==> src/design/ppb_pkg.sv <==
package ppb_pkg;

  // Register byte addresses
  localparam logic [7:0] ADDR_CTRL = 8'h00;
  localparam logic [7:0] ADDR_OPER_LO = 8'h04;
  localparam logic [7:0] ADDR_OPER_HI = 8'h08;
  localparam logic [7:0] ADDR_SEG_BASE = 8'h0c;
  localparam logic [7:0] ADDR_SEG_LIMIT = 8'h10;
  localparam logic [7:0] ADDR_RESULT = 8'h14;
  localparam logic [7:0] ADDR_FLAGS = 8'h18;
  localparam logic [7:0] ADDR_FAULT = 8'h1c;
  localparam logic [7:0] ADDR_FAULT_ADDR = 8'h20;
  localparam logic [7:0] ADDR_INT_STAT = 8'h24;
  localparam logic [7:0] ADDR_INT_MASK = 8'h28;
  localparam logic [7:0] ADDR_CACHE_BASE = 8'h2c;
  localparam logic [7:0] ADDR_MAP_SEL = 8'h30;
  localparam logic [7:0] ADDR_MAP_DATA = 8'h34;
  localparam logic [7:0] ADDR_STATUS = 8'h38;

  // Control register fields
  localparam int CTRL_SEL_LSB = 0;
  localparam int CTRL_CPL_LSB = 8;
  localparam int CTRL_MODE64 = 10;
  localparam int CTRL_GO = 31;

  // Leaf selector and page geometry
  localparam logic [7:0] LEAF_BLOCK_PAGE = 8'h09;
  localparam int PAGE_SHIFT = 12;
  localparam int IDX_W = 4;
  localparam int CACHE_PAGES = 16;
  localparam logic [31:0] CACHE_SPAN = 32'h0001_0000;

  // Outcome codes returned in the result register
  localparam logic [31:0] CODE_NONE = 32'h0000_0000;
  localparam logic [31:0] code_page_invalid = 32'h0000_0001;
  localparam logic [31:0] code_already_blocked = 32'h0000_0002;
  localparam logic [31:0] code_type_unblockable = 32'h0000_0003;
  localparam logic [31:0] code_page_is_control = 32'h0000_0004;
  localparam logic [31:0] code_epoch_locked = 32'h0000_0005;
  localparam logic [31:0] code_page_conflict = 32'h0000_0006;

  // Interrupt status bits
  localparam int INT_W = 4;
  localparam int INT_DONE = 0;
  localparam int INT_ERRCODE = 1;
  localparam int INT_FAULT = 2;
  localparam int INT_IGNORED = 3;

  // Reset values
  localparam logic [31:0] RST_WORD = 32'h0000_0000;
  localparam logic [31:0] RST_SEG_LIMIT = 32'hffff_ffff;

  typedef enum logic [2:0] {
    type_enclave_control = 3'h0,
    type_thread_control = 3'h1,
    type_regular = 3'h2,
    type_trimmed = 3'h3,
    type_other = 3'h4
  } ppb_ptype_t;

  typedef struct packed {
    logic valid;
    logic blocked;
    ppb_ptype_t ptype;
  } ppb_entry_t;

  typedef struct packed {
    logic sf;
    logic of_;
    logic af;
    logic pf;
    logic cf;
    logic zf;
  } ppb_flags_t;

  typedef struct packed {
    logic page_fault;
    logic gp_fault;
  } ppb_fault_t;

  typedef enum logic [2:0] {
    ST_IDLE = 3'b001,
    ST_ADDR = 3'b010,
    ST_PAGE = 3'b100
  } ppb_state_t;

endpackage

==> src/design/ppb_block_page_unit.sv <==
// Operation
// Selector 09H starts block; address from operand, outcome in result
// Only privilege level 0 may run the leaf
// Linear address uses data segment base; no segment override
// Page address not 4KByte aligned gives protection fault 0
// Address outside page cache gives page fault with operand
// After address checks clear flags, zero and carry, result
// Page being written: zero flag, conflict code, no change
// Invalid entry: zero flag, invalid code, no change
// Unblockable type: carry flag, control or unblockable code
// Already blocked: carry flag, already-blocked code, no change
// All checks pass: set blocked bit, zero result, flags clear
// Epoch tracking holds control page: epoch-locked code, retry
// Shared access; conflict reported as code, never a fault
// Runs concurrently with accept, modify, add, extend, init, track
// Protected mode: offset beyond segment limit gives fault 0
// 64-bit mode: non-canonical operand gives fault 0
// Checks in fixed order; first failure is sole outcome
// Map entry update atomic with the conflict check
//
// The placing of the registers and the APB register port were chosen for this implementation.
`timescale 1ns/1ns
module ppb_block_page_unit
  import ppb_pkg::*;
(
  input wire logic CLK,
  input wire logic RST,
  input wire logic CE,
  input wire logic PSEL,
  input wire logic PENABLE,
  input wire logic PWRITE,
  input wire logic [7:0] PADDR,
  input wire logic [31:0] PWDATA,
  input wire logic [3:0] PSTRB,
  input wire logic WR_BUSY,
  input wire logic [IDX_W-1:0] WR_BUSY_IDX,
  input wire logic EPOCH_LOCKED,
  output logic [31:0] PRDATA,
  output logic PREADY,
  output logic PSLVERR,
  output logic IRQ
);

  // Byte-lane merge of a write into a stored word
  function automatic logic [31:0] merge(
    input logic [31:0] old,
    input logic [31:0] wd,
    input logic [3:0] strb
  );
    logic [31:0] res;
    res = old;
    for (int i = 0; i < 4; i++)
    begin
      if (strb[i])
      begin
        res[i*8 +: 8] = wd[i*8 +: 8];
      end
    end
    return res;
  endfunction

  // Software-visible configuration
  logic [7:0] selector, next_selector;
  logic [1:0] cpl, next_cpl;
  logic mode64, next_mode64;
  logic [31:0] oper_lo, oper_hi, seg_base, seg_limit, cache_base;
  logic [31:0] next_oper_lo, next_oper_hi, next_seg_base, next_seg_limit;
  logic [31:0] next_cache_base, next_prdata;
  logic [IDX_W-1:0] map_sel, next_map_sel;
  logic [INT_W-1:0] int_mask, next_int_mask;
  logic next_pready, next_pslverr;

  // Leaf state and results
  ppb_state_t state, next_state;
  ppb_flags_t flags, next_flags;
  ppb_fault_t fault, next_fault;
  logic [31:0] result, next_result, fault_addr, next_fault_addr;
  logic [INT_W-1:0] int_stat, next_int_stat;
  logic [IDX_W-1:0] page_idx, next_page_idx;
  logic next_irq;

  // Page cache map and its write port
  ppb_entry_t map [CACHE_PAGES];
  ppb_entry_t map_wdata, cur;
  logic [IDX_W-1:0] map_widx;
  logic map_we, leaf_we;

  // Bus decode terms and address arithmetic
  logic xfer, wr, mapped, start, canonical, resident;
  logic [31:0] wmerge, rd_word, linear, cache_off;

  // Bus decode and read mux
  always_comb
  begin
    xfer = PSEL && PENABLE && PREADY;
    wr = xfer && PWRITE;
    case (PADDR)
      ADDR_CTRL: rd_word = {21'h00000, mode64, cpl, selector};
      ADDR_OPER_LO: rd_word = oper_lo;
      ADDR_OPER_HI: rd_word = oper_hi;
      ADDR_SEG_BASE: rd_word = seg_base;
      ADDR_SEG_LIMIT: rd_word = seg_limit;
      ADDR_RESULT: rd_word = result;
      ADDR_FLAGS: rd_word = {26'h0000000, flags};
      ADDR_FAULT: rd_word = {30'h00000000, fault};
      ADDR_FAULT_ADDR: rd_word = fault_addr;
      ADDR_INT_STAT: rd_word = {28'h0000000, int_stat};
      ADDR_INT_MASK: rd_word = {28'h0000000, int_mask};
      ADDR_CACHE_BASE: rd_word = cache_base;
      ADDR_MAP_SEL: rd_word = {28'h0000000, map_sel};
      ADDR_MAP_DATA: rd_word = {27'h0000000, map[map_sel]};
      ADDR_STATUS: rd_word = {31'h00000000, state != ST_IDLE};
      default: rd_word = 32'h0000_0000;
    endcase
    case (PADDR)
      ADDR_CTRL, ADDR_OPER_LO, ADDR_OPER_HI, ADDR_SEG_BASE,
      ADDR_SEG_LIMIT, ADDR_RESULT, ADDR_FLAGS, ADDR_FAULT,
      ADDR_FAULT_ADDR, ADDR_INT_STAT, ADDR_INT_MASK, ADDR_CACHE_BASE,
      ADDR_MAP_SEL, ADDR_MAP_DATA, ADDR_STATUS: mapped = 1'b1;
      default: mapped = 1'b0;
    endcase
    wmerge = merge(rd_word, PWDATA, PSTRB);
    start = wr && mapped && PADDR == ADDR_CTRL && wmerge[CTRL_GO];
  end

  // Bus answer and configuration writes
  always_comb
  begin
    next_pready = PSEL && PENABLE && !PREADY;
    next_prdata = PRDATA;
    next_pslverr = 1'b0; // Error only stands beside the ready pulse
    if (PSEL && PENABLE && !PREADY)
    begin
      next_prdata = PWRITE ? 32'h0000_0000 : rd_word;
      next_pslverr = !mapped;
    end
    next_selector = selector;
    next_cpl = cpl;
    next_mode64 = mode64;
    next_oper_lo = oper_lo;
    next_oper_hi = oper_hi;
    next_seg_base = seg_base;
    next_seg_limit = seg_limit;
    next_cache_base = cache_base;
    next_map_sel = map_sel;
    next_int_mask = int_mask;
    if (wr && mapped && state == ST_IDLE)
    begin
      case (PADDR)
        ADDR_CTRL:
        begin
          next_selector = wmerge[CTRL_SEL_LSB +: 8];
          next_cpl = wmerge[CTRL_CPL_LSB +: 2];
          next_mode64 = wmerge[CTRL_MODE64];
        end
        ADDR_OPER_LO: next_oper_lo = wmerge;
        ADDR_OPER_HI: next_oper_hi = wmerge;
        ADDR_SEG_BASE: next_seg_base = wmerge;
        ADDR_SEG_LIMIT: next_seg_limit = wmerge;
        ADDR_CACHE_BASE: next_cache_base = wmerge;
        ADDR_MAP_SEL: next_map_sel = wmerge[IDX_W-1:0];
        default: ;
      endcase
    end
    if (wr && PADDR == ADDR_INT_MASK)
    begin
      next_int_mask = wmerge[INT_W-1:0];
    end
  end

  // Bus and configuration registers
  always_ff @(posedge CLK or posedge RST)
  begin
    if (RST)
    begin
      PRDATA <= RST_WORD;
      PREADY <= 1'b0;
      PSLVERR <= 1'b0;
      selector <= 8'h00;
      cpl <= 2'h0;
      mode64 <= 1'b0;
      oper_lo <= RST_WORD;
      oper_hi <= RST_WORD;
      seg_base <= RST_WORD;
      seg_limit <= RST_SEG_LIMIT;
      cache_base <= RST_WORD;
      map_sel <= '0;
      int_mask <= '0;
    end
    else if (CE)
    begin
      PRDATA <= next_prdata;
      PREADY <= next_pready;
      PSLVERR <= next_pslverr;
      selector <= next_selector;
      cpl <= next_cpl;
      mode64 <= next_mode64;
      oper_lo <= next_oper_lo;
      oper_hi <= next_oper_hi;
      seg_base <= next_seg_base;
      seg_limit <= next_seg_limit;
      cache_base <= next_cache_base;
      map_sel <= next_map_sel;
      int_mask <= next_int_mask;
    end
  end

  // Linear address, canonical form and cache residency
  always_comb
  begin
    linear = mode64 ? oper_lo : seg_base + oper_lo;
    cache_off = linear - cache_base;
    canonical = (&oper_hi[31:15]) || !(|oper_hi[31:15]);
    resident = linear >= cache_base && cache_off < CACHE_SPAN
               && (!mode64 || oper_hi == 32'h0000_0000);
    cur = map[page_idx];
  end

  // Leaf sequencer: address checks, then page checks and commit
  always_comb
  begin
    next_state = state;
    next_flags = flags;
    next_result = result;
    next_fault = fault;
    next_fault_addr = fault_addr;
    next_page_idx = page_idx;
    next_int_stat = int_stat;
    leaf_we = 1'b0;
    if (wr && PADDR == ADDR_INT_STAT)
    begin
      next_int_stat = int_stat & ~wmerge[INT_W-1:0];
    end
    if (wr && PADDR == ADDR_FLAGS && state == ST_IDLE)
    begin
      next_flags = wmerge[5:0];
    end
    case (state)
      ST_IDLE:
      begin
        if (start && wmerge[CTRL_SEL_LSB +: 8] == LEAF_BLOCK_PAGE)
        begin
          next_state = ST_ADDR;
        end
        else if (start)
        begin
          next_int_stat[INT_IGNORED] = 1'b1;
        end
      end
      ST_ADDR:
      begin
        next_state = ST_IDLE;
        next_fault = '0;
        if (cpl != 2'h0)
        begin
          next_fault.gp_fault = 1'b1;
          next_int_stat[INT_FAULT] = 1'b1;
        end
        else if (mode64 && !canonical)
        begin
          next_fault.gp_fault = 1'b1;
          next_int_stat[INT_FAULT] = 1'b1;
        end
        else if (!mode64 && oper_lo > seg_limit)
        begin
          next_fault.gp_fault = 1'b1;
          next_int_stat[INT_FAULT] = 1'b1;
        end
        else if (linear[PAGE_SHIFT-1:0] != '0)
        begin
          next_fault.gp_fault = 1'b1;
          next_int_stat[INT_FAULT] = 1'b1;
        end
        else if (!resident)
        begin
          next_fault.page_fault = 1'b1;
          next_fault_addr = oper_lo;
          next_int_stat[INT_FAULT] = 1'b1;
        end
        else
        begin
          next_flags = '0;
          next_result = CODE_NONE;
          next_page_idx = cache_off[PAGE_SHIFT +: IDX_W];
          next_state = ST_PAGE;
        end
      end
      ST_PAGE:
      begin
        next_state = ST_IDLE;
        next_int_stat[INT_DONE] = 1'b1;
        // Only page writers raise the busy pin; other leaves never do
        if (WR_BUSY && WR_BUSY_IDX == page_idx)
        begin
          next_flags.zf = 1'b1;
          next_result = code_page_conflict;
        end
        else if (EPOCH_LOCKED)
        begin
          next_flags.zf = 1'b1;
          next_result = code_epoch_locked;
        end
        else if (!cur.valid)
        begin
          next_flags.zf = 1'b1;
          next_result = code_page_invalid;
        end
        else if (cur.ptype != type_regular
                 && cur.ptype != type_thread_control
                 && cur.ptype != type_trimmed)
        begin
          next_flags.cf = 1'b1;
          next_result = cur.ptype == type_enclave_control
                        ? code_page_is_control : code_type_unblockable;
        end
        else if (cur.blocked)
        begin
          next_flags.cf = 1'b1;
          next_result = code_already_blocked;
        end
        else
        begin
          leaf_we = 1'b1;
        end
        if (!leaf_we)
        begin
          next_int_stat[INT_ERRCODE] = 1'b1;
        end
      end
      default:
      begin
        next_state = ST_IDLE;
      end
    endcase
    next_irq = |(next_int_stat & int_mask);
  end

  // Leaf state registers
  always_ff @(posedge CLK or posedge RST)
  begin
    if (RST)
    begin
      state <= ST_IDLE;
      flags <= '0;
      result <= RST_WORD;
      fault <= '0;
      fault_addr <= RST_WORD;
      page_idx <= '0;
      int_stat <= '0;
      IRQ <= 1'b0;
    end
    else if (CE)
    begin
      state <= next_state;
      flags <= next_flags;
      result <= next_result;
      fault <= next_fault;
      fault_addr <= next_fault_addr;
      page_idx <= next_page_idx;
      int_stat <= next_int_stat;
      IRQ <= next_irq;
    end
  end

  // Map write select: leaf commit wins over a software entry write
  always_comb
  begin
    map_we = 1'b0;
    map_widx = map_sel;
    map_wdata = wmerge[4:0];
    if (leaf_we)
    begin
      map_we = 1'b1;
      map_widx = page_idx;
      map_wdata = cur;
      map_wdata.blocked = 1'b1;
    end
    else if (wr && PADDR == ADDR_MAP_DATA && state == ST_IDLE)
    begin
      map_we = 1'b1;
    end
  end

  // Page cache map storage
  always_ff @(posedge CLK or posedge RST)
  begin
    if (RST)
    begin
      for (int i = 0; i < CACHE_PAGES; i++)
      begin
        map[i] <= '0;
      end
    end
    else if (CE && map_we)
    begin
      map[map_widx] <= map_wdata;
    end
  end
endmodule

==> config.mk <==
export PLATFORM = sky130hd
export DESIGN_NAME = ppb_block_page_unit
export DESIGN_NICKNAME = d
export VERILOG_FILES = /design/src/design/ppb_pkg.sv /design/src/design/ppb_block_page_unit.sv
export SDC_FILE = /design/constraint.sdc
export NUM_CORES = 1
export LEC_CHECK = 0
export ABC_AREA = 1
export BUFFER_PORTS_ARGS = -buffer_cell sky130_fd_sc_hd__buf_2
export CAP_MARGIN = 25
export CORE_MARGIN = 2
export CORE_UTILIZATION = 40
export DETAILED_ROUTE_END_ITERATION = 12
export GPL_TIMING_DRIVEN = 0
export HOLD_SLACK_MARGIN = 0.05
export SLEW_MARGIN = 20
export SYNTH_ARGS = -nofsm -noshare
export SYNTH_HDL_FRONTEND = slang
export SYNTH_SLANG_ARGS = --single-unit
==> constraint.sdc <==
create_clock -name CLK -period 9.9 [get_ports CLK]
set_input_delay 0.495 -clock CLK [delete_from_list [all_inputs] [get_ports CLK]]
set_output_delay 0.495 -clock CLK [all_outputs]
set_load 0.1 [all_outputs]
==> out/metrics.csv <==
stage,metric,value,unit
yosys,Yosys top cell by area,dfrtp_1,
global_route,largest net degree at the start of global routing,34,
cts,# hold bufs at CTS,1,
yosys,most common cell in the netlist,nand2_1,
yosys,Syn Area/Cell,6.75,sq um
drt,Wirelength per Cell,20.3,um
yosys,synth unique cells,47,
timing,Slew HR,0.197,
worst_setup_path,Worst Setup End Kind,flop,
layout,multi-input logic area,12100,sq um
drt,Routed WL,88.2,mm
global_route,GRT Total Usage,0.295,
yosys,Ys Warns,0,
worst_setup_path,Startpoint Class,flop,
yosys,Synth top cells by count,"1093 x nand2_1, 437 x inv_1, 383 x o21ai_0",
cts,Root Buffer,clkbuf_16,
flow_run,maxcap violations,0,
layout,FF/Latch Area,8750,sq um
worst_setup_path,"Arr. time, crit path",7.65,ns
global_route,first-pass GRT wire length,135,mm
yosys,post-synth design cell area,23000,sq um
timing,fin crit share,0.725,
timing,Post-Route Skew,0.0274,ns
power_and_ir_drop,Pleak,13.3,nW
drt,Post-route DRC,0,
floorplanning,Initial Util,0.406,
layout,"Net count, final",3713,
layout,Finished Cell Area,26300,sq um
cts,setup bufs post-CTS,0,
worst_setup_path,CP most frequent cell,nand2_1,
timing,setup TNS,0,ns
placement,Final Wtd Congestion,0.974,
yosys,number of synthesized flops with an enable pin,0,
worst_setup_path,WP data required,10.38,ns
power_and_ir_drop,power per cell area,143,nW/um^2
timing,Max Slew Vio Count,0,
yosys,ranking of synthesized cells by area,"dfrtp_1 34%, nand2_1 18%, o21ai_0 8.3%",
timing,Worst-Margin Slew,1.20,ns
yosys,sequential share of the synthesized area,0.380,
yosys,Synth Register Bits,348,
timing,Final Hold Vio Count,0,
worst_setup_path,crit-path max FO,10,
worst_setup_path,critical path's slowest cell,clkbuf_1,
placement,DP HPWL,68.2,mm
min_path,worst min path class,in2reg,
yosys,ys flop type,dfrtp_1,
floorplanning,# IOs,91,
floorplanning,area of the die,59600,sq um
cts,clk buf depth,3,
cts,number of CTS-inserted buffers,41,
floorplanning,Core Box Area,56700,sq um
drt,Pre-antenna DRT Iters,6,
timing,RSZ-0062 raised after global routing,no,
drt,Vias,23600,
cts,Clock Sinks,348,
layout,share of cells above drive strength 1,0.0896,
yosys,Synth Net Count,3567,
placement,Buffers on Ports,89,
global_route,initial antenna violation count,1,
worst_setup_path,WS Path Type,reg2reg,
placement,dpl cell area,24700,sq um
cts,clock transition at the registers of the reported paths,0.06,ns
timing,"Min Clock Period, post-route",7.18,ns
outcome,outcome,"finished, final reports clean",
yosys,Synth Instances,3415,
global_route,number of global-route vias before repair,22700,
timing,fmax,0.139,GHz
layout,Syn-to-layout area delta,14.0,%
cts,# H-tree levels,2,
floorplanning,# rows,87,
cts,worst skew pair latency,0.59,ns
cts,CTS tree,yes,
power_and_ir_drop,maximum vdd ir drop,0.000146,V
layout,fillcell total,6022,
yosys,post-synth top area share,0.342,
drt,DR vias/cell,5.43,
yosys,ys async rst share,1.00,
timing,final setup fails,0,
drt,post-route ant nets,0,
global_route,GRT overflow,0,
cts,post_cts resized,0,
floorplanning,Die Wd,244,um
floorplanning,die span in y,244,um
worst_setup_path,crit-path max cell delay,0.73,ns
drt,initial DRC count,2354,
worst max-delay path: cells and delay by family (launching register included):
family | cells | cell delay (ns)
compound gates | 7 | 2.37
xor+xnor | 1 | 0.18
fa+ha+maj | 2 | 0.79
buf+inv | 2 | 0.84
flops | 1 | 0.46
simple gates | 18 | 2.40
worst paths after layout:
path	slack, ns	cells past startpoint	startpoint	to
max	2.72	30	oper_lo[5]	fault_addr[1]
min	0.31	3	PWDATA[11]	cache_base[11]
max reg2reg	2.72	30	oper_lo[5]	fault_addr[1]
min reg2reg	0.47	2	map[11]	map[11]
max in group asynchronous	8.00	8	RST	seg_limit[22]
min in group asynchronous	0.41	3	RST	flags[2]
cell type report:
cell class	count	area share
multi-input cells	2488	0.459
flip-flops and latches	348	0.333
inverters	449	0.0643
clock buffers	55	0.0457
well taps	756	0.0360
repair buffers	103	0.0270
plain buffers	130	0.0218
clock inverters	19	0.0130
diodes	2	0.000191
cell families after synthesis:
logic type | count (synthesis) | synth area share
compound gates | 614 | 0.145
xor+xnor | 8 | 0.00304
fa+ha+maj | 96 | 0.0524
buf+inv | 579 | 0.0979
flops | 348 | 0.380
mux | 1 | 0.000434
simple gates | 1769 | 0.321
registers in the layout, indices dropped and copies added (netlist names), 3 cells and up:
register and count:
map_sel 4, seg_base 32, int_stat 4, result 3, fault_addr 32, PRDATA 32
state 3, seg_limit 32, page_idx 4, oper_hi 32, map 80, cache_base 32
flags 6, selector 8, int_mask 4, oper_lo 32
routing by layer:
| layer | global-route usage | share of wire | up-vias |
|---|---|---|---|
| li1 | - | - | 11400 |
| met4 | 0.122 | 0.044 | 0 |
| met2 | 0.480 | 0.46 | 912 |
| met1 | 0.394 | 0.43 | 11200 |
| met5 | 0 | 0 | - |
| met3 | 0.0402 | 0.069 | 195 |
through the flow:
| step | std cells | setup WS, ns | util | hold slack, ns | total power [mW] |
|---|---|---|---|---|---|
| global route | 4348 | 2.26 | 0.463 | 0.335 | 3.88 |
| finish | 4350 | 2.72 | 0.463 | 0.312 | 3.75 |
| detailed placement | 4272 | 2.89 | 0.436 | 0.445 | 2.03 |
| CTS | 4347 | 2.90 | 0.463 | 0.294 | 3.77 |
| global placement | 4260 | 2.35 | 0.431 | 0.455 | 2.02 |
| floorplan | 3415 | 4.77 | - | 0.442 | 1.84 |
cells in the final DEF (no fill, tap or decap), types with 8 or more instances in the layout:
| master | synthesis | final |
|---|---|---|
| nand2_1 | 1093 | 1093 |
| inv_1 | 437 | 436 |
| o21ai_0 | 383 | 383 |
| nand3_1 | 321 | 321 |
| dfrtp_1 | 315 | 315 |
| nor2_1 | 216 | 216 |
| buf_2 | 30 | 119 |
| a21oi_1 | 113 | 113 |
| ha_1 | 95 | 95 |
| clkbuf_1 | 78 | 79 |
| nand4_1 | 42 | 42 |
| clkbuf_16 | 0 | 42 |
| dfstp_2 | 33 | 33 |
| or2_2 | 32 | 32 |
| o22ai_1 | 21 | 21 |
| a2111oi_0 | 22 | 20 |
| nor3_1 | 19 | 18 |
| o211ai_1 | 17 | 17 |
| o21ai_1 | 15 | 15 |
| nand2_2 | 14 | 14 |
| nor2_2 | 13 | 13 |
| buf_1 | 12 | 12 |
| buf_12 | 0 | 12 |
| a21o_1 | 10 | 10 |
| clkbuf_8 | 0 | 10 |
| bufinv_16 | 0 | 9 |
| nor4_1 | 9 | 8 |
| buf_4 | 8 | 8 |
| clkinv_1 | 8 | 8 |
power by group:
part	switching [mW]	internal [mW]	leakage [nW]
clock network	0.655	1.09	0.760
logic	0.384	0.154	7.88
registers	0.0199	1.45	4.69
total	1.06	2.70	13.3
Power figures use the tool's default switching activity.
